--- config.mk ---
export PLATFORM = sky130hd
export DESIGN_NAME = dsp_alu_mac_instr_exec
export DESIGN_NICKNAME = d
export VERILOG_FILES = /design/src/rtl/dsp_alu_mac_instr_exec.v
export VERILOG_INCLUDE_DIRS = /design/src /design/src/rtl
export SDC_FILE = /design/constraint.sdc
export NUM_CORES = 2
export LEC_CHECK = 0
export ABC_AREA = 1
export BUFFER_PORTS_ARGS = -buffer_cell sky130_fd_sc_hd__buf_2
export CAP_MARGIN = 40
export CORE_ASPECT_RATIO = 0.9
export CORE_UTILIZATION = 41
export DETAILED_ROUTE_END_ITERATION = 6
export PLACE_DENSITY_LB_ADDON = 0.15
export SYNTH_ARGS = -nofsm -noshare
export SYNTH_HDL_FRONTEND = slang
export SYNTH_SLANG_ARGS = --single-unit
export TNS_END_PERCENT = 5
--- constraint.sdc ---
create_clock -name clk -period 7.9 [get_ports clk]
set_input_delay 1.58 -clock clk [delete_from_list [all_inputs] [get_ports clk]]
set_output_delay 1.58 -clock clk [all_outputs]
set_load 0.005 [all_outputs]
--- src/rtl/dsp_alu_regs.vh ---
// Constants for the DSP instruction execution block.
`ifndef DSP_ALU_REGS_VH
`define DSP_ALU_REGS_VH

// Operation codes handed over by the instruction decoder.
`define OP_CMPU 5'h00
`define OP_CNTXS 5'h01
`define OP_CNTXR 5'h02
`define OP_DINT 5'h03
`define OP_EINT 5'h04
`define OP_DIVS 5'h05
`define OP_LIM 5'h06
`define OP_LDPAGE 5'h07
`define OP_LDMODI 5'h08
`define OP_LDMODJ 5'h09
`define OP_LDSTEPI 5'h0a
`define OP_LDSTEPJ 5'h0b
`define OP_LDPS 5'h0c
`define OP_MAC 5'h0d
`define OP_MAA 5'h0e
`define OP_MAASU 5'h0f
`define OP_MACUS 5'h10
`define OP_MACUU 5'h11

// Register port indices; accumulators sit at 0x10 + 4*n + part.
`define R_ST0 5'h00
`define R_ST1 5'h01
`define R_ST2 5'h02
`define R_CFGI 5'h03
`define R_CFGJ 5'h04
`define R_X 5'h05
`define R_Y 5'h06
`define R_PL 5'h07
`define R_PH 5'h08
`define R_ACC_BIT 4

// Flag positions inside the flag byte held in status_word_0 bits 11..4, and the interrupt enable bit of status_word_0.
`define F_Z 7
`define F_M 6
`define F_N 5
`define F_V 4
`define F_C 3
`define F_E 2
`define F_L 1
`define F_R 0
`define ST0_IE 1

// Field positions of the address configuration registers.
`define CFG_MOD_LO 7

// Product shift codes.
`define PS_NONE 2'h0
`define PS_SHR1 2'h1
`define PS_SHL1 2'h2
`define PS_SHL2 2'h3

// Saturation bounds and arithmetic constants.
`define LIM_POS 36'h007ffffff
`define LIM_NEG 36'hff8000000
`define DIV_SHIFT 15
`define ALIGN_SHIFT 16

// Reset values.
`define RST16 16'h0000
`define RST36 36'h000000000
`define RST32 32'h00000000

`endif

--- src/rtl/dsp_alu_mac_instr_exec.v ---
// Execution unit for compare, context, divide step, limit, load and multiply-accumulate operations.
// Summary of operation
// - Unsigned compare subtracts zero-extended operand, flags only.
// - Context store copies status groups to shadows.
// - Context restore reloads status groups from shadows.
// - Both directions swap page bits with alternate.
// - Both directions swap second accumulators in one cycle.
// - Store flags Z,M,N,E follow new second_a value.
// - Restore writes all eight flags from shadows.
// - Disable clears, enable sets interrupt enable.
// - Division step: conditional subtract, shift, quotient bit.
// - Limit saturates, optionally into other accumulator.
// - Page load writes 8-bit constant into status_word_1.
// - Modulo load writes 9-bit high config field.
// - Step load writes 7-bit low config field.
// - Product shift field codes select none, right one, left one or left two.
// - Signed MAC adds shifted product, loads, multiplies.
// - Previous product sign-extended to 36, zero-extended after MACUU, then shifted.
// - Aligned forms shift product right sixteen more.
// - Variants select operand signedness per instruction.
// - Dual pointer form reads Y and X/Z spaces.
// - MAC takes one cycle, two with immediate or dual pointer.
`timescale 1ns/1ps
`include "dsp_alu_regs.vh"

module dsp_alu_mac_instr_exec (
  // Clock and reset.
  input wire clk,
  input wire arst_n,
  // Decoded instruction.
  input wire opValid,
  input wire [4:0] opCode,
  input wire accSel,
  input wire limOther,
  input wire opLongImm,
  input wire opDualPtr,
  input wire opUseY,
  input wire [15:0] opData1,
  input wire [15:0] opData2,
  input wire [15:0] immWord,
  input wire [15:0] ySpacePointer,
  input wire [15:0] xzSpacePointer,
  // Data memory reads.
  output reg [15:0] yAddr_ff,
  output reg yRdEn_ff,
  output reg [15:0] xzAddr_ff,
  output reg xzRdEn_ff,
  input wire [15:0] yRdData,
  input wire [15:0] xzRdData,
  // Register port.
  input wire [4:0] regAddr,
  input wire [15:0] regWrData,
  input wire regWr,
  input wire regRd,
  output reg [15:0] regRdData_ff,
  // Status.
  output reg busy_ff,
  output reg globalIrqEnable_ff
);

  localparam S_IDLE = 3'b001;
  localparam S_FETCH = 3'b010;
  localparam S_IMM = 3'b100;

  reg [2:0] state_ff;
  reg [2:0] nxt_state;
  reg [35:0] a0_ff, a1_ff, b0_ff, b1_ff;
  reg [35:0] nxt_a0, nxt_a1, nxt_b0, nxt_b1;
  reg [7:0] flags_ff, nxt_flags;
  reg [2:0] st0Misc_ff, nxt_st0Misc;
  reg nxt_ie;
  reg [7:0] page_ff, nxt_page;
  reg [7:0] pageAlt_ff, nxt_pageAlt;
  reg [1:0] ps_ff, nxt_ps;
  reg [7:0] st2_ff, nxt_st2;
  reg [15:0] cfgi_ff, nxt_cfgi, cfgj_ff, nxt_cfgj;
  reg [15:0] x_ff, nxt_x, y_ff, nxt_y;
  reg [31:0] p_ff, nxt_p;
  reg pUns_ff, nxt_pUns;
  reg [7:0] shFlags_ff, nxt_shFlags;
  reg [2:0] shMisc_ff, nxt_shMisc;
  reg [1:0] shPs_ff, nxt_shPs;
  reg [7:0] shSt2_ff, nxt_shSt2;
  reg [4:0] pendOp_ff;
  reg pendAcc_ff, pendOther_ff, pendUseY_ff;
  reg [15:0] pendData1_ff;
  reg exGo, exAcc, exOther, exUseY;
  reg [4:0] exOp;
  reg [15:0] op1, op2, yOp;
  reg [35:0] accCur, accRes, sp, dv, diff;
  reg [36:0] sum;
  reg accWr, ovf;
  reg [15:0] rdMux;

  // Sign- or zero-extends the product, applies the shift code, then the optional alignment.
  function [35:0] shiftP(input [31:0] p, input uns, input [1:0] ps, input aligned);
    reg [35:0] e;
    reg [35:0] s;
    begin
      e = uns ? {4'h0, p} : {{4{p[31]}}, p};
      case (ps)
        `PS_SHR1: s = {e[35], e[35:1]};
        `PS_SHL1: s = {e[34:0], 1'b0};
        `PS_SHL2: s = {e[33:0], 2'b00};
        default: s = e;
      endcase
      shiftP = aligned ? {{`ALIGN_SHIFT{s[35]}}, s[35:`ALIGN_SHIFT]} : s;
    end
  endfunction

  // Multiplies two words, each taken as signed or unsigned.
  function [31:0] mulOp(input [15:0] a, input [15:0] b, input sa, input sb);
    reg signed [16:0] ea;
    reg signed [16:0] eb;
    reg signed [33:0] pr;
    begin
      ea = {sa & a[15], a};
      eb = {sb & b[15], b};
      pr = ea * eb;
      mulOp = pr[31:0];
    end
  endfunction

  // Updates zero, minus, normalized and extension flags, and optionally V, C and the sticky L.
  function [7:0] setFlags(input [7:0] old, input [35:0] v, input useVc, input ov, input cy);
    reg [7:0] f;
    reg ext;
    begin
      f = old;
      ext = ~((&v[35:31]) | ~(|v[35:31]));
      f[`F_Z] = ~(|v);
      f[`F_M] = v[35];
      f[`F_E] = ext;
      f[`F_N] = ~ext & (v[31] ^ v[30]);
      if (useVc)
      begin
        f[`F_V] = ov;
        f[`F_C] = cy;
        f[`F_L] = old[`F_L] | ov;
      end
      setFlags = f;
    end
  endfunction

  // Replaces one 16-bit part of an accumulator written from the register port.
  function [35:0] putPart(input [35:0] v, input [1:0] part, input [15:0] d);
    begin
      case (part)
        2'h0: putPart = {v[35:16], d};
        2'h1: putPart = {v[35:32], d, v[15:0]};
        2'h2: putPart = {d[3:0], v[31:0]};
        default: putPart = v;
      endcase
    end
  endfunction

  // Reads one 16-bit part of an accumulator, extension sign-filled.
  function [15:0] getPart(input [35:0] v, input [1:0] part);
    begin
      case (part)
        2'h0: getPart = v[15:0];
        2'h1: getPart = v[31:16];
        2'h2: getPart = {{12{v[35]}}, v[35:32]};
        default: getPart = 16'h0000;
      endcase
    end
  endfunction

  // Selects the operation to execute this cycle and the next sequencing state.
  always @*
  begin
    exGo = 1'b0;
    exOp = opCode;
    exAcc = accSel;
    exOther = limOther;
    exUseY = opUseY;
    op1 = opData1;
    op2 = opData2;
    nxt_state = S_IDLE;
    case (state_ff)
      S_IDLE:
      begin
        if (opValid && opDualPtr)
          nxt_state = S_FETCH;
        else if (opValid && opLongImm)
          nxt_state = S_IMM;
        else
          exGo = opValid;
      end
      S_FETCH:
      begin
        exGo = 1'b1;
        exOp = pendOp_ff;
        exAcc = pendAcc_ff;
        exOther = pendOther_ff;
        exUseY = 1'b0;
        op1 = yRdData;
        op2 = xzRdData;
      end
      S_IMM:
      begin
        exGo = 1'b1;
        exOp = pendOp_ff;
        exAcc = pendAcc_ff;
        exOther = pendOther_ff;
        exUseY = pendUseY_ff;
        op1 = pendData1_ff;
        op2 = immWord;
      end
      default: nxt_state = S_IDLE;
    endcase
  end

  // Computes every next architectural register value: register port writes first, execution overrides.
  always @*
  begin
    nxt_a0 = a0_ff;
    nxt_a1 = a1_ff;
    nxt_b0 = b0_ff;
    nxt_b1 = b1_ff;
    nxt_flags = flags_ff;
    nxt_st0Misc = st0Misc_ff;
    nxt_ie = globalIrqEnable_ff;
    nxt_page = page_ff;
    nxt_pageAlt = pageAlt_ff;
    nxt_ps = ps_ff;
    nxt_st2 = st2_ff;
    nxt_cfgi = cfgi_ff;
    nxt_cfgj = cfgj_ff;
    nxt_x = x_ff;
    nxt_y = y_ff;
    nxt_p = p_ff;
    nxt_pUns = pUns_ff;
    nxt_shFlags = shFlags_ff;
    nxt_shMisc = shMisc_ff;
    nxt_shPs = shPs_ff;
    nxt_shSt2 = shSt2_ff;
    accCur = exAcc ? a1_ff : a0_ff;
    accRes = accCur;
    accWr = 1'b0;
    ovf = 1'b0;
    sum = 37'h000000000;
    sp = `RST36;
    dv = `RST36;
    diff = `RST36;
    yOp = exUseY ? y_ff : op1;
    if (regWr)
    begin
      if (regAddr[`R_ACC_BIT])
      begin
        case (regAddr[3:2])
          2'h0: nxt_a0 = putPart(a0_ff, regAddr[1:0], regWrData);
          2'h1: nxt_a1 = putPart(a1_ff, regAddr[1:0], regWrData);
          2'h2: nxt_b0 = putPart(b0_ff, regAddr[1:0], regWrData);
          default: nxt_b1 = putPart(b1_ff, regAddr[1:0], regWrData);
        endcase
      end
      else
      begin
        case (regAddr)
          `R_ST0:
          begin
            nxt_flags = regWrData[11:4];
            nxt_st0Misc = {regWrData[3:2], regWrData[0]};
            nxt_ie = regWrData[`ST0_IE];
          end
          `R_ST1:
          begin
            nxt_ps = regWrData[11:10];
            nxt_page = regWrData[7:0];
          end
          `R_ST2: nxt_st2 = regWrData[7:0];
          `R_CFGI: nxt_cfgi = regWrData;
          `R_CFGJ: nxt_cfgj = regWrData;
          `R_X: nxt_x = regWrData;
          `R_Y: nxt_y = regWrData;
          `R_PL: nxt_p = {p_ff[31:16], regWrData};
          `R_PH:
          begin
            nxt_p = {regWrData, p_ff[15:0]};
            nxt_pUns = 1'b0;
          end
          default: nxt_x = x_ff;
        endcase
      end
    end
    if (exGo)
    begin
      case (exOp)
        `OP_CMPU:
        begin
          sum = {1'b0, accCur} + {1'b0, ~{20'h00000, op1}} + 37'h000000001;
          ovf = (accCur[35] != 1'b0) & (sum[35] != accCur[35]);
          nxt_flags = setFlags(flags_ff, sum[35:0], 1'b1, ovf, sum[36]);
        end
        `OP_CNTXS, `OP_CNTXR:
        begin
          nxt_page = pageAlt_ff;
          nxt_pageAlt = page_ff;
          nxt_a1 = b1_ff;
          nxt_b1 = a1_ff;
          if (exOp == `OP_CNTXS)
          begin
            nxt_shFlags = flags_ff;
            nxt_shMisc = st0Misc_ff;
            nxt_shPs = ps_ff;
            nxt_shSt2 = st2_ff;
            nxt_flags = setFlags(flags_ff, b1_ff, 1'b0, 1'b0, 1'b0);
          end
          else
          begin
            nxt_flags = shFlags_ff;
            nxt_st0Misc = shMisc_ff;
            nxt_ps = shPs_ff;
            nxt_st2 = shSt2_ff;
          end
        end
        `OP_DINT: nxt_ie = 1'b0;
        `OP_EINT: nxt_ie = 1'b1;
        `OP_DIVS:
        begin
          dv = {{5{op1[15]}}, op1, {`DIV_SHIFT{1'b0}}};
          diff = accCur - dv;
          accRes = diff[35] ? {accCur[34:0], 1'b0} : {diff[34:0], 1'b1};
          accWr = 1'b1;
          nxt_flags = setFlags(flags_ff, accRes, 1'b0, 1'b0, 1'b0);
        end
        `OP_LIM:
        begin
          accWr = 1'b1;
          nxt_flags = flags_ff;
          if ($signed(accCur) > $signed(`LIM_POS))
          begin
            accRes = `LIM_POS;
            nxt_flags[`F_L] = 1'b1;
          end
          else if ($signed(accCur) < $signed(`LIM_NEG))
          begin
            accRes = `LIM_NEG;
            nxt_flags[`F_L] = 1'b1;
          end
          nxt_flags = setFlags(nxt_flags, accRes, 1'b0, 1'b0, 1'b0);
          nxt_flags[`F_E] = 1'b0;
        end
        `OP_LDPAGE: nxt_page = op1[7:0];
        `OP_LDMODI: nxt_cfgi = {op1[8:0], cfgi_ff[`CFG_MOD_LO-1:0]};
        `OP_LDMODJ: nxt_cfgj = {op1[8:0], cfgj_ff[`CFG_MOD_LO-1:0]};
        `OP_LDSTEPI: nxt_cfgi = {cfgi_ff[15:`CFG_MOD_LO], op1[6:0]};
        `OP_LDSTEPJ: nxt_cfgj = {cfgj_ff[15:`CFG_MOD_LO], op1[6:0]};
        `OP_LDPS: nxt_ps = op1[1:0];
        `OP_MAC, `OP_MAA, `OP_MAASU, `OP_MACUS, `OP_MACUU:
        begin
          sp = shiftP(p_ff, pUns_ff, ps_ff, (exOp == `OP_MAA) || (exOp == `OP_MAASU));
          sum = {1'b0, accCur} + {1'b0, sp};
          ovf = (accCur[35] == sp[35]) & (sum[35] != accCur[35]);
          accRes = sum[35:0];
          accWr = 1'b1;
          nxt_flags = setFlags(flags_ff, accRes, 1'b1, ovf, sum[36]);
          nxt_y = yOp;
          nxt_x = op2;
          nxt_p = mulOp(yOp, op2, (exOp != `OP_MACUS) && (exOp != `OP_MACUU),
                        (exOp != `OP_MAASU) && (exOp != `OP_MACUU));
          nxt_pUns = (exOp == `OP_MACUU);
        end
        default: accWr = 1'b0;
      endcase
      if (accWr)
      begin
        if (exAcc ^ ((exOp == `OP_LIM) & exOther))
          nxt_a1 = accRes;
        else
          nxt_a0 = accRes;
      end
    end
  end

  // Builds the register read word.
  always @*
  begin
    rdMux = 16'h0000;
    if (regAddr[`R_ACC_BIT])
    begin
      case (regAddr[3:2])
        2'h0: rdMux = getPart(a0_ff, regAddr[1:0]);
        2'h1: rdMux = getPart(a1_ff, regAddr[1:0]);
        2'h2: rdMux = getPart(b0_ff, regAddr[1:0]);
        default: rdMux = getPart(b1_ff, regAddr[1:0]);
      endcase
    end
    else
    begin
      case (regAddr)
        `R_ST0: rdMux = {4'h0, flags_ff, st0Misc_ff[2:1], globalIrqEnable_ff, st0Misc_ff[0]};
        `R_ST1: rdMux = {4'h0, ps_ff, 2'h0, page_ff};
        `R_ST2: rdMux = {8'h00, st2_ff};
        `R_CFGI: rdMux = cfgi_ff;
        `R_CFGJ: rdMux = cfgj_ff;
        `R_X: rdMux = x_ff;
        `R_Y: rdMux = y_ff;
        `R_PL: rdMux = p_ff[15:0];
        `R_PH: rdMux = p_ff[31:16];
        default: rdMux = 16'h0000;
      endcase
    end
  end

  // Sequencing, memory requests and the architectural register state.
  always @(posedge clk or negedge arst_n)
  begin
    if (!arst_n)
    begin
      state_ff <= S_IDLE;
      busy_ff <= 1'b0;
      yAddr_ff <= `RST16;
      xzAddr_ff <= `RST16;
      yRdEn_ff <= 1'b0;
      xzRdEn_ff <= 1'b0;
      regRdData_ff <= `RST16;
      pendOp_ff <= 5'h00;
      pendAcc_ff <= 1'b0;
      pendOther_ff <= 1'b0;
      pendUseY_ff <= 1'b0;
      pendData1_ff <= `RST16;
      a0_ff <= `RST36;
      a1_ff <= `RST36;
      b0_ff <= `RST36;
      b1_ff <= `RST36;
      flags_ff <= 8'h00;
      st0Misc_ff <= 3'h0;
      globalIrqEnable_ff <= 1'b0;
      page_ff <= 8'h00;
      pageAlt_ff <= 8'h00;
      ps_ff <= `PS_NONE;
      st2_ff <= 8'h00;
      cfgi_ff <= `RST16;
      cfgj_ff <= `RST16;
      x_ff <= `RST16;
      y_ff <= `RST16;
      p_ff <= `RST32;
      pUns_ff <= 1'b0;
      shFlags_ff <= 8'h00;
      shMisc_ff <= 3'h0;
      shPs_ff <= `PS_NONE;
      shSt2_ff <= 8'h00;
    end
    else
    begin
      state_ff <= nxt_state;
      busy_ff <= (nxt_state != S_IDLE);
      yRdEn_ff <= (nxt_state == S_FETCH);
      xzRdEn_ff <= (nxt_state == S_FETCH);
      if (nxt_state == S_FETCH)
      begin
        yAddr_ff <= ySpacePointer;
        xzAddr_ff <= xzSpacePointer;
      end
      if (state_ff == S_IDLE)
      begin
        pendOp_ff <= opCode;
        pendAcc_ff <= accSel;
        pendOther_ff <= limOther;
        pendUseY_ff <= opUseY;
        pendData1_ff <= opData1;
      end
      regRdData_ff <= regRd ? rdMux : 16'h0000;
      a0_ff <= nxt_a0;
      a1_ff <= nxt_a1;
      b0_ff <= nxt_b0;
      b1_ff <= nxt_b1;
      flags_ff <= nxt_flags;
      st0Misc_ff <= nxt_st0Misc;
      globalIrqEnable_ff <= nxt_ie;
      page_ff <= nxt_page;
      pageAlt_ff <= nxt_pageAlt;
      ps_ff <= nxt_ps;
      st2_ff <= nxt_st2;
      cfgi_ff <= nxt_cfgi;
      cfgj_ff <= nxt_cfgj;
      x_ff <= nxt_x;
      y_ff <= nxt_y;
      p_ff <= nxt_p;
      pUns_ff <= nxt_pUns;
      shFlags_ff <= nxt_shFlags;
      shMisc_ff <= nxt_shMisc;
      shPs_ff <= nxt_shPs;
      shSt2_ff <= nxt_shSt2;
    end
  end

endmodule

==> reports/qor.csv <==
metric;value;unit
cp.required;8390;ps
rr_endpoint;p_ff[19]$_DFF_PN0_;
cts_tree;done;
cts_buffers;45;
cts_root_buf;clkbuf_16;
final.setup.worst_slack;369;ps
finalSetupViolCount;0;
maxSlewViolCount;0;
dpl.hpwl;143;mm
yosysUniqueCellTypes;70;
holdBufCountCts;0;
cp_max_fo;6;
fp-row-count;107;
htreeDepth;2;
whs;464;ps
slew_headroom;17.9;%
fin_nets;6539;
postSynthNetCount;6215;
critPathKind;reg -> reg;
antenna_found_initial;5;
dieArea;97700;µm²
synthArstFlopShare;100;%
cp-start-kind;flip-flop;
rsz0062_at_grt;no;
wire_per_inst;24.8;µm
worst_pin_slew;1230;ps
dp_worst_setup_slack;-284;ps
finalWirelength;179;mm
hold_end;yAddr_ff[1]$_DFFE_PN0P_;
die_x;329;µm
critical_path.max_stage_delay;540;ps
synth_cells;5614;
grt_overflow;0;
grt_pass1_wl;263;mm
die_h;297;µm
ys_seq_elements;377;
yosys_warnings;0;
grt_pass1_vias;39648;
coreArea;95200;µm²
via_count;41705;
r2r_start;state_ff[0]$_DFF_PN1_;
maxCapViolCount;0;
arrival;8020;ps
clk_path_buf_depth;3;
min_path_type;reg -> reg;
seq_area;9440;µm²
crit_path_end_kind;flip-flop;
avgSynthCellArea;7.05;µm²
period_share;95.3;%
synth_seq_area_share;23.8;%
run_status;finished clean;
initial_core_util;41.6;%
final_antenna_net_count;0;
ios;200;
drtPass1Iterations;6;
groute.usage.overall;36.0;%
nFillCells;9824;
clk_latency;630;ps
final_layout_size_suffix_gt1_share;11.9;%
layout_common_cells;nand2_1, inv_1, nor2_1;
area_growth;14.9;%
io_buffer_count;199;
syn-cell-area;39600;µm²
final_common_cell;nand2_1;
grt_max_degree;170;
synth_ff_type;dfrtp_1;
multi_input_area;25900;µm²
viasPerCell;5.77;
final-hold-violation-count;0;
r2r_cells;35;
crit_slowest_cell;dfstp_2;
drc;0;
max_freq;133;MHz
clock_skew;20.7;ps
drt_iter0_markers;5083;
period_minus_slack;7530;ps
synth-edff-count;0;
clk_pin_slew;60;ps
cts_sinks;377;
gp_congestion;1.03;
holdCritStartpoint;yAddr_ff[1]$_DFFE_PN0P_;
hold_depth;2;
r2r_slack;370;ps
==> layer usage <==
| metal | vias up | share of wire [%] | global-route usage, % |
|---|---|---|---|
| li1 | 19056 | - | - |
| met1 | 20060 | 41 | 48.6 |
| met2 | 2158 | 44 | 55.4 |
| met3 | 427 | 8.8 | 5.95 |
| met4 | 4 | 6.1 | 18.6 |
| met5 | - | 0.016 | 0 |
==> synth_stat cells (all sizes together), types with 5 or more instances <==
master,n,share of area [%]
nor3,54,0.72
clkinv,18,0.17
fa,285,14
a31oi,33,0.52
o21bai,5,0.095
nand3,199,2.6
xor2,57,1.3
a221oi,61,1.4
xnor2,32,0.71
a21oi,230,2.9
o2111ai,12,0.27
o21ai,545,7.0
o41ai,10,0.22
o211ai,35,0.66
a41oi,13,0.29
buf,57,0.88
dfrtp,376,24
o22ai,80,1.3
a32o,5,0.13
ha,168,5.3
nor2,536,5.3
nand2,1434,14
clkbuf,191,1.8
nor4,11,0.17
nand3b,10,0.19
a32oi,19,0.42
a22oi,92,1.7
a21o,7,0.13
inv,856,8.1
o221ai,79,1.7
nand4,47,0.76
a22o,16,0.35
o32ai,7,0.15
==> worst max-delay path by stage <==
stage / start / end / depth (start not counted)
after global routing: state_ff[0]$_DFF_PN1_ / p_ff[21]$_DFF_PN0_ / 35
after floorplan: opUseY / p_ff[31]$_DFF_PN0_ / 35
after CTS: state_ff[0]$_DFF_PN1_ / p_ff[31]$_DFF_PN0_ / 36
final: state_ff[0]$_DFF_PN1_ / p_ff[19]$_DFF_PN0_ / 35
after global placement: opUseY / p_ff[31]$_DFF_PN0_ / 39
after detailed placement: opUseY / p_ff[31]$_DFF_PN0_ / 38
==> state kept, by name, indices dropped and copies added (netlist names), 8 cells and up <==
signal and count:
flags_ff 8, yAddr_ff 16, regRdData_ff 16, xzAddr_ff 16
b1_ff 36, cfgi_ff 16, cfgj_ff 16, a1_ff 36
shFlags_ff 8, st2_ff 8, x_ff 16, pendData1_ff 16
a0_ff 36, b0_ff 36, pageAlt_ff 8, y_ff 16
p_ff 32, page_ff 8, shSt2_ff 8
==> repair_timing <==
action                     CTS  global route
gates resized for setup      0            20
setup endpoints to repair    0            10
hold endpoints to repair     0             0
buffers inserted             0             4
==> cell type report <==
class	count	area share (%)
multi-input cells	4115	56.9
flip-flops and latches	377	20.8
repair buffers	525	8.22
inverters	874	7.25
well taps	1253	3.45
clock buffers	60	2.73
clock inverters	22	0.694
diodes	1	0.00551
==> per-stage QoR <==
| step | setup TNS [ps] | area (µm²) | instances | util [%] |
|---|---|---|---|---|
| final | 0 | 45500 | 7227 | 47.8 |
| after floorplan | 0 | 39600 | 5614 | - |
| after detailed placement | -1760 | 43800 | 7138 | 46.0 |
| after global routing | 0 | 45400 | 7226 | 47.7 |
| after CTS | 0 | 45300 | 7220 | 47.6 |
| after global placement | -1590 | 43600 | 7130 | 45.8 |
==> logic make-up (layout without fill, tap and decap cells) <==
logic type | after synthesis | in the layout | synth area share (%)
simple gates | 2303 | 2303 | 23.8
compound gates | 1268 | 1268 | 19.7
buf+inv | 1122 | 1481 | 11.0
fa+ha+maj | 453 | 453 | 19.7
flops | 377 | 377 | 23.8
xor+xnor | 89 | 89 | 1.97
mux | 2 | 2 | 0.0506
other cells | 0 | 1 | 0
==> worst max-delay path, delay by kind of cell (launching register included) <==
| family | cells | cell delay [ps] |
|---|---|---|
| buffers and inverters | 12 | 1600 |
| adders and majority gates | 7 | 2920 |
| and+or+nand+nor | 6 | 510 |
| DFF | 1 | 540 |
| AOI/OAI and AO/OA | 10 | 1790 |
Power is not shown: default switching activity piles up to over one toggle a cycle in this logic, so the estimate is an artifact.
